[src/core/msc_pkg.sv]
// constants and types for the measure, scan-count, temperature and sleep logic
// assumes a 25 MHz core clock and commands already decoded from the link
package msc_pkg;
   localparam int unsigned MCLK_PERIOD_NS  = 40;
   localparam int unsigned BIAS_DWELL_NS   = 2500000;
   localparam int unsigned DWELL_CYCLES    = (BIAS_DWELL_NS + MCLK_PERIOD_NS - 1) / MCLK_PERIOD_NS;
   localparam int unsigned SLEEP_MAX_NS    = 4000000;
   localparam int unsigned SLEEP_MAX_CYCLES = SLEEP_MAX_NS / MCLK_PERIOD_NS;
   // 500us at 500 kHz .. 4000us at 62.5 kHz is 250 bit times at every rate
   localparam int unsigned SLEEP_WAIT_BITS = 250;
   localparam int unsigned TMR_W           = 17;

   localparam logic [5:0]  SFX_PACK     = 6'h00;
   localparam logic [5:0]  SFX_CELL1    = 6'h01;
   localparam logic [5:0]  SFX_CELL12   = 6'h0c;
   localparam logic [5:0]  SFX_INT_TEMP = 6'h10;
   localparam logic [5:0]  SFX_EXT1     = 6'h11;
   localparam logic [5:0]  SFX_EXT4     = 6'h14;
   localparam logic [5:0]  SFX_REF_RAW  = 6'h15;
   localparam int unsigned RES_DEPTH    = 22;
   localparam int unsigned RES_W        = 14;

   localparam logic [1:0]  PAGE_CFG       = 2'h1;
   localparam logic [1:0]  PAGE_RESULT    = 2'h2;
   localparam logic [5:0]  ADDR_RCPT_CNT  = 6'h16;
   localparam logic [5:0]  ADDR_TEMP_FLT  = 6'h30;
   localparam logic [5:0]  ADDR_TEMP_CHK  = 6'h31;
   localparam logic [3:0]  RCPT_CNT_RST   = 4'h0;
   localparam logic [3:0]  TEMP_CHK_RST   = 4'h0;

   typedef enum logic [2:0] {
      MSC_CMD_MEASURE   = 3'h0,
      MSC_CMD_SCAN_VOLT = 3'h1,
      MSC_CMD_SCAN_TEMP = 3'h2,
      MSC_CMD_SCAN_WIRE = 3'h3,
      MSC_CMD_SCAN_ALL  = 3'h4,
      MSC_CMD_SLEEP     = 3'h5,
      MSC_CMD_WAKEUP    = 3'h6,
      MSC_CMD_OTHER     = 3'h7
   } msc_cmd_t;

   typedef enum logic [2:0] {
      MSC_ST_IDLE  = 3'b001,
      MSC_ST_DWELL = 3'b010,
      MSC_ST_CONV  = 3'b100
   } msc_state_t;
endpackage : msc_pkg

[src/core/msc_measure_sleep_command_logic.sv]
// measure command, receipt counter, temperature sequence and sleep entry
// assumes cmd_* and port1_comm_valid are mclk pulses from the frame decoder,
// adc_* is a same-clock converter port and link_clk is the raw chain clock
//
// Notes on behaviour
// own-address measure counts and starts measurement
// six-bit suffix picks the measured element
// 0x00 pack, 0x01..0x0c cells 1..12
// 0x10 internal, 0x11..0x14 external, 0x15 reference
// one conversion stored; host reads it later
// back to standby after the measurement
// four-bit receipt counter at page 1, 0x16
// counter adds one per scan/measure, wraps
// busy: new request ignored, still counted
// host compares counter before and after
// bias on, 2.5 ms dwell, convert, bias off
// fourteen-bit temperature result per input register
// per-input check enables, reset zero, low faults
// sleep keeps only comms, slow oscillator, registers
// individually addressed sleep ignored, answered nak
// top device acks a valid sleep
// host-port traffic during wait cancels sleep
// repeated sleep restarts the wait timers
// wait bounded by 250 link bit times
// no comms timeout check for sleep
// wait expiry or watchdog puts device asleep
// only valid wakeup leaves sleep
`timescale 1ns/10ps
module msc_measure_sleep_command_logic #(
   parameter int unsigned DWELL_CYCLES     = msc_pkg::DWELL_CYCLES,
   parameter int unsigned SLEEP_MAX_CYCLES = msc_pkg::SLEEP_MAX_CYCLES,
   parameter int unsigned SLEEP_WAIT_BITS  = msc_pkg::SLEEP_WAIT_BITS
) (
   // clock and reset
   input  wire logic                       mclk,
   input  wire logic                       resetn,
   // decoded commands
   input  wire logic                       cmd_valid,
   input  wire msc_pkg::msc_cmd_t          cmd_kind,
   input  wire logic [5:0]                 cmd_suffix,
   input  wire logic                       cmd_to_me,
   input  wire logic                       cmd_broadcast,
   input  wire logic                       port1_comm_valid,
   input  wire logic                       is_top,
   input  wire logic                       watchdog_expired,
   // chain clock, raw
   input  wire logic                       link_clk,
   // responses
   output logic                            resp_ack,
   output logic                            resp_nak,
   // converter
   output logic                            adc_start,
   output logic [5:0]                      adc_sel,
   input  wire logic                       adc_done,
   input  wire logic [msc_pkg::RES_W-1:0]  adc_data,
   input  wire logic [msc_pkg::RES_W-1:0]  ext_temp_threshold,
   // other scan engine
   output logic                            scan_start,
   output msc_pkg::msc_cmd_t               scan_kind,
   input  wire logic                       scan_busy,
   // status
   output logic                            thermistor_bias_output,
   output logic                            op_busy,
   output logic                            sleep_pending,
   output logic                            sleep_mode,
   output logic                            main_power_en,
   output logic                            comm_timeout_check_en,
   output logic [3:0]                      temp_fault,
   // register port
   input  wire logic                       rd_en,
   input  wire logic [1:0]                 rd_page,
   input  wire logic [5:0]                 rd_addr,
   output logic [msc_pkg::RES_W-1:0]       rd_data,
   input  wire logic                       wr_en,
   input  wire logic [1:0]                 wr_page,
   input  wire logic [5:0]                 wr_addr,
   input  wire logic [msc_pkg::RES_W-1:0]  wr_data
);

   // element codes that name a real measurement
   function automatic logic sfx_valid(input logic [5:0] s);
      sfx_valid = (s <= msc_pkg::SFX_CELL12) ||
                  (s >= msc_pkg::SFX_INT_TEMP && s <= msc_pkg::SFX_REF_RAW);
   endfunction : sfx_valid

   // external temperature input codes
   function automatic logic sfx_ext(input logic [5:0] s);
      sfx_ext = (s >= msc_pkg::SFX_EXT1) && (s <= msc_pkg::SFX_EXT4);
   endfunction : sfx_ext

   // sequencer, timers and register state
   msc_pkg::msc_state_t             state_reg, state_next;
   logic [msc_pkg::TMR_W-1:0]       tmr_reg, slp_tmr_reg;
   logic [7:0]                      bit_cnt_reg;
   logic [5:0]                      sel_reg;
   logic                            seq_reg, bias_reg, start_reg;
   logic                            sstart_reg, ack_reg, nak_reg;
   msc_pkg::msc_cmd_t               skind_reg;
   logic                            pend_reg, asleep_reg;
   logic [3:0]                      cnt_reg, chk_reg, flt_reg;
   logic [msc_pkg::RES_W-1:0]       rdat_reg;
   logic [msc_pkg::RES_W-1:0]       res_mem [0:msc_pkg::RES_DEPTH-1];
   logic                            lk_s1, lk_s2, lk_s3;

   // command decode
   wire is_meas   = cmd_valid && cmd_kind == msc_pkg::MSC_CMD_MEASURE && cmd_to_me;
   wire is_scan   = cmd_valid && (cmd_to_me || cmd_broadcast) &&
                    (cmd_kind == msc_pkg::MSC_CMD_SCAN_VOLT ||
                     cmd_kind == msc_pkg::MSC_CMD_SCAN_TEMP ||
                     cmd_kind == msc_pkg::MSC_CMD_SCAN_WIRE ||
                     cmd_kind == msc_pkg::MSC_CMD_SCAN_ALL);

   // receipt count and busy gating
   wire counted   = is_meas || is_scan;
   wire busy      = state_reg != msc_pkg::MSC_ST_IDLE || scan_busy || sstart_reg;
   wire free_go   = counted && !busy;
   wire go_meas   = free_go && is_meas && sfx_valid(cmd_suffix);
   wire go_tscan  = free_go && cmd_kind == msc_pkg::MSC_CMD_SCAN_TEMP;
   wire go_other  = free_go && is_scan && cmd_kind != msc_pkg::MSC_CMD_SCAN_TEMP;

   // temperature sequence
   wire need_bias = go_tscan || (go_meas && sfx_ext(cmd_suffix));
   wire dwell_end = tmr_reg == msc_pkg::TMR_W'(DWELL_CYCLES - 1);
   wire seq_more  = seq_reg && sel_reg != msc_pkg::SFX_EXT4;
   wire [1:0] ext_idx = 2'(sel_reg - msc_pkg::SFX_EXT1);

   // low reading on an enabled input
   wire low_fault = adc_done && state_reg == msc_pkg::MSC_ST_CONV && sfx_ext(sel_reg) &&
                    chk_reg[ext_idx] && adc_data < ext_temp_threshold;
   wire [3:0] flt_set = low_fault ? (4'h1 << ext_idx) : 4'h0;

   // sleep entry and wakeup
   wire link_edge  = lk_s2 && !lk_s3;
   wire sleep_cmd  = cmd_valid && cmd_kind == msc_pkg::MSC_CMD_SLEEP && !asleep_reg;
   wire sleep_ok   = sleep_cmd && cmd_broadcast;
   wire sleep_nak  = sleep_cmd && !cmd_broadcast && cmd_to_me;
   wire wake_cmd   = cmd_valid && cmd_kind == msc_pkg::MSC_CMD_WAKEUP && cmd_broadcast;

   // bit count or time cap ends the wait
   wire wait_done  = pend_reg && ((link_edge &&
                     bit_cnt_reg == 8'(SLEEP_WAIT_BITS - 1)) ||
                     slp_tmr_reg == msc_pkg::TMR_W'(SLEEP_MAX_CYCLES - 1));

   // register port decode
   wire wr_cfg  = wr_en && wr_page == msc_pkg::PAGE_CFG;
   wire wr_chk  = wr_cfg && wr_addr == msc_pkg::ADDR_TEMP_CHK;
   wire [3:0] flt_clr = (wr_cfg && wr_addr == msc_pkg::ADDR_TEMP_FLT) ? wr_data[3:0] : 4'h0;

   // read side
   wire rd_cfg  = rd_page == msc_pkg::PAGE_CFG;
   wire rd_res  = rd_page == msc_pkg::PAGE_RESULT &&
                  rd_addr < 6'(msc_pkg::RES_DEPTH) && sfx_valid(rd_addr);
   wire [msc_pkg::RES_W-1:0] rd_mux =
        (rd_cfg && rd_addr == msc_pkg::ADDR_RCPT_CNT) ? {10'h000, cnt_reg} :
        (rd_cfg && rd_addr == msc_pkg::ADDR_TEMP_FLT) ? {10'h000, flt_reg} :
        (rd_cfg && rd_addr == msc_pkg::ADDR_TEMP_CHK) ? {10'h000, chk_reg} :
        rd_res ? res_mem[rd_addr[4:0]] : '0;

   // sequencer next state
   always_comb begin
      state_next = state_reg;
      case (state_reg)
         msc_pkg::MSC_ST_IDLE: begin
            if (need_bias)
               state_next = msc_pkg::MSC_ST_DWELL;
            else if (go_meas)
               state_next = msc_pkg::MSC_ST_CONV;
         end

         msc_pkg::MSC_ST_DWELL: begin
            if (dwell_end)
               state_next = msc_pkg::MSC_ST_CONV;
         end

         msc_pkg::MSC_ST_CONV: begin
            if (adc_done && !seq_more)
               state_next = msc_pkg::MSC_ST_IDLE;
         end
         default: state_next = msc_pkg::MSC_ST_IDLE;
      endcase
   end

   // sequencer registers, dwell timer, converter start
   always_ff @(posedge mclk or negedge resetn) begin
      if (!resetn) begin
         state_reg <= msc_pkg::MSC_ST_IDLE;
         tmr_reg   <= '0;
         sel_reg   <= msc_pkg::SFX_PACK;
         seq_reg   <= 1'b0;
         start_reg <= 1'b0;
      end else begin
         state_reg <= state_next;
         tmr_reg   <= (state_reg == msc_pkg::MSC_ST_DWELL) ? tmr_reg + 1'b1 : '0;

         start_reg <= (state_reg == msc_pkg::MSC_ST_IDLE && go_meas && !need_bias) ||
                      (state_reg == msc_pkg::MSC_ST_DWELL && dwell_end) ||
                      (state_reg == msc_pkg::MSC_ST_CONV && adc_done && seq_more);

         // element select; a temperature scan steps through the external inputs
         if (state_reg == msc_pkg::MSC_ST_IDLE && (go_meas || go_tscan)) begin
            sel_reg <= go_tscan ? msc_pkg::SFX_EXT1 : cmd_suffix;
            seq_reg <= go_tscan;
         end else if (state_reg == msc_pkg::MSC_ST_CONV && adc_done && seq_more) begin
            sel_reg <= sel_reg + 1'b1;
         end
      end
   end

   // one conversion lands in the element's own result word
   always_ff @(posedge mclk) begin
      if (state_reg == msc_pkg::MSC_ST_CONV && adc_done)
         res_mem[sel_reg[4:0]] <= adc_data;
   end

   // bias, receipt count, enables, faults and read data
   always_ff @(posedge mclk or negedge resetn) begin
      if (!resetn) begin
         bias_reg   <= 1'b0;
         cnt_reg    <= msc_pkg::RCPT_CNT_RST;
         chk_reg    <= msc_pkg::TEMP_CHK_RST;
         flt_reg    <= 4'h0;
         sstart_reg <= 1'b0;
         skind_reg  <= msc_pkg::MSC_CMD_OTHER;
         rdat_reg   <= '0;
      end else begin
         if (need_bias && state_reg == msc_pkg::MSC_ST_IDLE)
            bias_reg <= 1'b1;
         else if (state_reg == msc_pkg::MSC_ST_CONV && adc_done && !seq_more)
            bias_reg <= 1'b0;

         if (counted)
            cnt_reg <= cnt_reg + 1'b1;

         if (wr_chk)
            chk_reg <= wr_data[3:0];
         flt_reg    <= (flt_reg & ~flt_clr) | flt_set;

         sstart_reg <= go_other;
         if (go_other)
            skind_reg <= cmd_kind;

         if (rd_en)
            rdat_reg <= rd_mux;
      end
   end

   // link edge detect and sleep entry
   always_ff @(posedge mclk or negedge resetn) begin
      if (!resetn) begin
         lk_s1       <= 1'b0;
         lk_s2       <= 1'b0;
         lk_s3       <= 1'b0;
         pend_reg    <= 1'b0;
         asleep_reg  <= 1'b0;
         bit_cnt_reg <= 8'h00;
         slp_tmr_reg <= '0;
         ack_reg     <= 1'b0;
         nak_reg     <= 1'b0;
      end else begin
         lk_s1   <= link_clk;
         lk_s2   <= lk_s1;
         lk_s3   <= lk_s2;

         ack_reg <= sleep_ok && is_top;
         nak_reg <= sleep_nak;

         // a fresh sleep request restarts both timers
         if (sleep_ok) begin
            pend_reg    <= 1'b1;
            bit_cnt_reg <= 8'h00;
            slp_tmr_reg <= '0;
         end else begin
            if (port1_comm_valid || wait_done || asleep_reg)
               pend_reg <= 1'b0;
            if (link_edge)
               bit_cnt_reg <= bit_cnt_reg + 1'b1;
            slp_tmr_reg <= slp_tmr_reg + 1'b1;
         end

         if (wake_cmd)
            asleep_reg <= 1'b0;
         else if ((wait_done && !port1_comm_valid) || watchdog_expired)
            asleep_reg <= 1'b1;
      end
   end

   // outputs
   assign resp_ack               = ack_reg;
   assign resp_nak               = nak_reg;

   assign adc_start              = start_reg;
   assign adc_sel                = sel_reg;

   assign scan_start             = sstart_reg;
   assign scan_kind              = skind_reg;

   assign thermistor_bias_output = bias_reg;
   assign op_busy                = busy;
   assign sleep_pending          = pend_reg;
   assign sleep_mode             = asleep_reg;
   assign main_power_en          = !asleep_reg;
   assign comm_timeout_check_en  = !pend_reg;
   assign temp_fault             = flt_reg;
   assign rd_data                = rdat_reg;
endmodule : msc_measure_sleep_command_logic

[config.mk]
export PLATFORM = sky130hd
export DESIGN_NAME = msc_measure_sleep_command_logic
export DESIGN_NICKNAME = d
export VERILOG_FILES = /design/src/core/msc_pkg.sv /design/src/core/msc_measure_sleep_command_logic.sv
export SDC_FILE = /design/constraint.sdc
export NUM_CORES = 1
export LEC_CHECK = 0
export CELL_PAD_IN_SITES_DETAIL_PLACEMENT = 1
export CELL_PAD_IN_SITES_GLOBAL_PLACEMENT = 2
export CORE_MARGIN = 5
export CORE_UTILIZATION = 47
export CTS_CLUSTER_DIAMETER = 120
export DETAILED_ROUTE_END_ITERATION = 6
export DONT_BUFFER_PORTS = 1
export PLACE_DENSITY_LB_ADDON = 0.1
export SYNTH_ARGS = -nofsm -noshare
export SYNTH_HDL_FRONTEND = slang
export SYNTH_SLANG_ARGS = --single-unit
export TNS_END_PERCENT = 30
[constraint.sdc]
create_clock -name mclk -period 2.4 [get_ports mclk]
set_clock_uncertainty 0.05 [all_clocks]
set_input_delay 0.24 -clock mclk [delete_from_list [all_inputs] [get_ports mclk]]
set_output_delay 0.24 -clock mclk [all_outputs]
set_load 0.01 [all_outputs]
Word-level counts from Yosys, hierarchy flattened
Memories as Yosys holds them, arrays and structs flattened.
Index checks and enable logic that the tools add are counted.
Widths: inputs -> output; s select.
{ "op_classes": {"eq_ne": 26, "n_mux": 28, "n_bitwise": 3, "magnitude_cmp": 13, "reduce_logical": 80, "add_sub_neg": 6, "shift": 1} }
{ "op_table": {"columns": ["cell", "n"], "rows": [
  ["$mux 14", 4],
  ["$logic_and 1x1->1", 48],
  ["$add 17x1->17 const B", 2],
  ["$mux 17", 2],
  ["$eq 6x6->1 const B", 4],
  ["$ge 6x5->1 const B", 4],
  ["$le 6x5->1 const B", 4],
  ["$mux 6", 3],
  ["$eq 17x16->1 const B", 1],
  ["$eq 17x17->1 const B", 1],
  ["$logic_or 1x1->1", 17],
  ["$mux 8", 2],
  ["$lt 14x14->1", 1],
  ["$eq 3x3->1 const B", 4],
  ["$le 6x4->1 const B", 2],
  ["$mux 3", 4],
  ["$reduce_bool 2->1", 5],
  ["$eq 3x2->1 const B", 3],
  ["$mux 1", 9],
  ["$pmux 3 s3", 1],
  ["$add 8x1->8 const B", 1],
  ["$eq 8x8->1 const B", 1],
  ["$logic_not 1->1", 8],
  ["$mux 4", 2],
  ["other kinds (21)", 24]
]} }
{ "word_totals": {"output_inout_bits": 37, "mem_bits_rw": 308, "wordCells": 179, "input_bits": 80, "ff_bits": 91, "n_memories": 1} }
{ "memory_table": {"columns": ["memory", "depth", "word_bits", "rd", "rd_clocked_by_memory_dff", "write_ports", "line", "source"], "rows": [
  ["res_mem", 22, 14, 1, 0, 1, "msc_measure_sleep_command_logic.sv:102", "logic [msc_pkg::RES_W-1:0] res_mem [0:msc_pkg::RES_DEPTH-1];"]
]} }

Longest topological paths before layout
{ "depth": {"word_depth": 15, "ltp_mapped": 10, "mapped_depth_nobuf": 8} }

Worst setup path before layout
Ideal clock, no wire load.
{ "synth_timing": {"path_kind": "reg-to-reg", "startpoint": "register state_reg[1]", "endpoint": "memory res_mem[13][0] (netlist bit) (enable)", "path_buffers": 1, "arrival_ns": 1.698, "setup_slack_ns": 0.267, "required_time_ns": 1.966, "stages_incl_launch_ff": 5, "setup_ns": 0.384, "cell_sequence": "dfrtp_1 -> nor4bb_1 -> clkbuf_1 -> nand2_1 -> nor2_1"} }
{ "synth_between": {"elab_chain_cells": 4} }
{ "synth_lines": {"columns": ["item", "line", "source"], "rows": [
  ["start: declaration", "msc_measure_sleep_command_logic.sv:92", "msc_pkg::msc_state_t state_reg, state_next;"],
  ["start signal: assignment", "msc_measure_sleep_command_logic.sv:186", "state_reg <= msc_pkg::MSC_ST_IDLE;"],
  ["start signal: assignment", "msc_measure_sleep_command_logic.sv:192", "state_reg <= state_next;"],
  ["$eq 3x3->1", "msc_measure_sleep_command_logic.sv:211", "if (state_reg == msc_pkg::MSC_ST_CONV && adc_done)"],
  ["$logic_and 1x1->1", "msc_measure_sleep_command_logic.sv:211", null],
  ["$mux 1", "msc_measure_sleep_command_logic.sv:211", null],
  ["$mux 1 (implied by the code)", "msc_measure_sleep_command_logic.sv:212", "res_mem[sel_reg[4:0]] <= adc_data;"],
  ["end: declaration", "msc_measure_sleep_command_logic.sv:102", null]
]} }
Every way passes these cells.

Worst setup path after layout
{ "layout_timing": {"startpoint": "memory res_mem[10][2] (netlist bit)", "endpoint": "register rdat_reg (netlist bit rd_data[2])"} }
{ "layout_between": {"elab_chain_cells": 5} }
{ "layout_lines": {"columns": ["item", "line", "source"], "rows": [
  ["$mem_v2 22x14", null, null],
  ["$mux 14", "msc_measure_sleep_command_logic.sv:157", "rd_res ? res_mem[rd_addr[4:0]] : '0;"],
  ["$mux 14", "msc_measure_sleep_command_logic.sv:156", "(rd_cfg && rd_addr == msc_pkg::ADDR_TEMP_CHK) ? {10'h000, chk_reg} :"],
  ["$mux 14", "msc_measure_sleep_command_logic.sv:155", "(rd_cfg && rd_addr == msc_pkg::ADDR_TEMP_FLT) ? {10'h000, flt_reg} :"],
  ["$mux 14", "msc_measure_sleep_command_logic.sv:154", "(rd_cfg && rd_addr == msc_pkg::ADDR_RCPT_CNT) ? {10'h000, cnt_reg} :"],
  ["end signal: assignment", "msc_measure_sleep_command_logic.sv:243", "rdat_reg <= rd_mux;"],
  ["end: declaration", "msc_measure_sleep_command_logic.sv:101", "logic [msc_pkg::RES_W-1:0] rdat_reg;"]
]} }
Every way passes these cells.
A chain may end at the register's enable or synchronous reset.

==> results.ini <==
[die]
fp.dieH_um = 199
die_w_um = 199
io_pins = 117
coreArea_mm2 = 0.0354
dieArea_mm2 = 0.0396
row_count = 69
start_util_pct = 47.5

[setup_path]
rrSetupSlack_ps = 140
cp.arrival_ps = 2620
r2r-start = res_mem[10][2]$_DFFE_PP_
crit_chain = mux4_2 -> nor3b_1 -> nor3_1 -> nand3_1 -> a221oi_1 -> dlygate4sd3_1
critical_path.max_stage_delay_ps = 610
slowest_stage = dlygate4sd3_1
endpoint_kind = register
r2r_end = rd_data[2]$_DFFE_PN0P_
crit_path_max_fanout = 1
reg2reg_depth = 6
crit_type = register to register
cp-start-kind = register
required_ps = 2770

[power]
ir_drop_uv = 548
leakage_nw = 6.76
seqPwrFrac_pct = 50.5
p_clk_share_pct = 41.0
power.density_mw_per_mm2 = 824
switching_share_pct = 23.4
combPwrFrac_pct = 8.4
fin_total_pwr_w = 0.0159
switchingPower_w = 0.00373
p_int_w = 0.0122

[cts]
clk_pin_slew_worst_paths_ps = 60
cts.path.max_buffers = 3
cts_max_level = 2
cts_tree = built
numCtsBuffers = 42
cts-root-buf = clkbuf_16
cts.sinks = 399
clk_latency_ps = 540

[synth]
synth_fp_nets = 1152
ys_ff_latch = 399
syn_inst = 1049
synth-edff-count = 308
synth_area_mm2 = 0.0168
synth_flop_cell = edfxtp_1
synth-seq-area-share_pct = 68.6
yosysUniqueCellTypes = 71
async_reset_ff_share_pct = 22.8
ys_warn_count = 0
syn_avg_cell_area_um2 = 16.0

[run_status]
outcome = finished, final reports clean

[global_routing]
antenna_found_initial = 4
grt_usage_pct = 22.0
grt_max_degree = 92
gr-total-overflow = 0
grt_pass1_vias = 10241
grt_pass1_wl_um = 64900

[sta]
period_share_pct = 94.0
setup_violations = 0
slew-limit-headroom_pct = 34.4
final_hold_viol_count = 0
max_freq_ghz = 0.443
fin_crit_ps = 2260
grt_setup_unrepaired = false
worst_pin_slew_ps = 981
slew_viol_final = 0
final.setup.worst_slack_ps = 145
fin_tns_setup_ps = 0

[finish]
largest_reg_flops = 308
multi_input_area_mm2 = 0.00483
syn2layout_area_growth_pct = 15.0
fin_util_pct = 54.6
seqCellArea_mm2 = 0.0115
layout_commonest_cell = edfxtp_1
layout_common_cells = 308 x edfxtp_1, 87 x dfrtp_1, 83 x nor2_1
layout-drive-gt1-share_pct = 18.2
fillerInstances = 3361
nets = 1238

[placement]
pre_cts_ws_ps = 401
portBuffers = 0
place_hpwl_um = 25100
gp_congestion = 0.742

[route]
routedWlPerCell_um = 26.4
routed_via_density = 5.81
routed_wl_um = 43100
vias = 9474
drtAntennaViolNets = 0
drcViolationCount = 0
dr.pass1.iters = 4
drtIter0Drc = 629

[job]
cap_violations = 0

[worst_hold_path]
min_delay_worst_endpoint = adc_sel[2]$_DFFE_PN0P_
holdPathStages = 3
holdCritStartpoint = cmd_suffix[4]
hp-class = input pin to register

kinds of logic after synthesis:
group | count (synthesis) | share of synthesized area, %
xor+xnor | 38 | 1.98
buf+inv | 85 | 2.63
mux | 105 | 11.5
compound gates | 144 | 5.95
simple gates | 255 | 7.64
flops | 399 | 68.6
fa+ha+maj | 23 | 1.71
worst max-delay path, delay by kind of cell, from the launching register on:
kind / cells / cell delay, ps
buf+inv: 1 / 610
compound gates: 1 / 110
mux: 1 / 460
simple gates: 3 / 520
flops: 1 / 380
per-stage QoR:
step | hold WS (ps) | instance area, um^2 | instances
floorplan | -106 | 16800 | 1049
global placement | -103 | 17500 | 1508
detailed placement | -103 | 17500 | 1508
CTS | 1.43 | 19300 | 1629
global route | 3.77 | 19300 | 1630
finish | 21.4 | 19300 | 1631
area by class of cell:
| cell class | instances | share of cell area (%) |
|---|---|---|
| clock inverter | 28 | 1.46 |
| timing repair buffer | 86 | 4.40 |
| multi-input combinational | 565 | 25.0 |
| inverter | 41 | 0.796 |
| clock buffer | 49 | 5.68 |
| antenna | 2 | 0.0259 |
| sequential | 399 | 59.6 |
| tap | 461 | 2.98 |
power by group through the flow:
stage	logic, W	clock network [W]	registers [W]
floorplan	0.000936	0	0.00814
global placement	0.00114	0	0.00818
detailed placement	0.00116	0	0.00819
CTS	0.00137	0.00670	0.00805
global route	0.00150	0.00702	0.00810
finish	0.00135	0.00653	0.00805
synthesized netlist by cell type, types with 4 or more instances:
| master | number | area (um^2) |
|---|---|---|
| and2_1 | 12 | 75.1 |
| nand2b_1 | 7 | 43.8 |
| mux2i_1 | 25 | 250 |
| clkbuf_1 | 21 | 78.8 |
| nor2_1 | 84 | 315 |
| dfstp_2 | 4 | 105 |
| nand2_1 | 57 | 214 |
| mux2_2 | 11 | 124 |
| edfxtp_1 | 308 | 9250 |
| and3_1 | 6 | 37.5 |
| a21oi_1 | 23 | 115 |
| a2111o_1 | 9 | 101 |
| xor2_1 | 20 | 175 |
| nand3_1 | 18 | 90.1 |
| or3_1 | 7 | 43.8 |
| nor3_1 | 8 | 40.0 |
| nand4_1 | 13 | 81.3 |
| o21ai_0 | 41 | 205 |
| a211oi_1 | 17 | 128 |
| buf_6 | 7 | 78.8 |
| o21ai_1 | 6 | 30.0 |
| nor2b_1 | 11 | 68.8 |
| or2_2 | 5 | 31.3 |
| mux4_2 | 69 | 1550 |
| nor4b_1 | 4 | 35.0 |
| a32o_1 | 4 | 40.0 |
| dfrtp_1 | 87 | 2180 |
| xnor2_1 | 18 | 158 |
| inv_1 | 40 | 150 |
| a21o_1 | 5 | 37.5 |
| buf_2 | 9 | 45.0 |
| and4_1 | 6 | 52.6 |
| o22ai_1 | 12 | 75.1 |
| ha_1 | 23 | 288 |
per-layer routing:
metal  routed length, um  GRT usage (%)  vias to the layer above
met1               18500           30.5                     4946
met3                2780           5.06                       50
met2               20900           36.1                      258
li1                    -              -                     4218
met5                   7              0                        -
met4                 818           5.04                        2
what timing repair did:
item | CTS | global route
hold endpoints to repair | 438 | 0
endpoints found under the setup margin | 0 | 1
buffers inserted | 0 | 0
resized for setup | 0 | 2
hold buffers | 44 | 0
how the worst max path moves through the flow:
stage	from	to	cells past startpoint
after global placement	slp_tmr_reg[13]$_DFF_PN0_	sleep_mode$_DFFE_PN0P_	5
after detailed placement	slp_tmr_reg[13]$_DFF_PN0_	sleep_mode$_DFFE_PN0P_	5
final	res_mem[10][2]$_DFFE_PP_	rd_data[2]$_DFFE_PN0P_	6
after floorplan	state_reg[1]$_DFFE_PN0P_	res_mem[13][0]$_DFFE_PP_	4
after global routing	rd_addr[3]	rd_data[2]$_DFFE_PN0P_	7
after CTS	rd_addr[4]	rd_data[2]$_DFFE_PN0P_	7
Power figures use the tool's default switching activity.
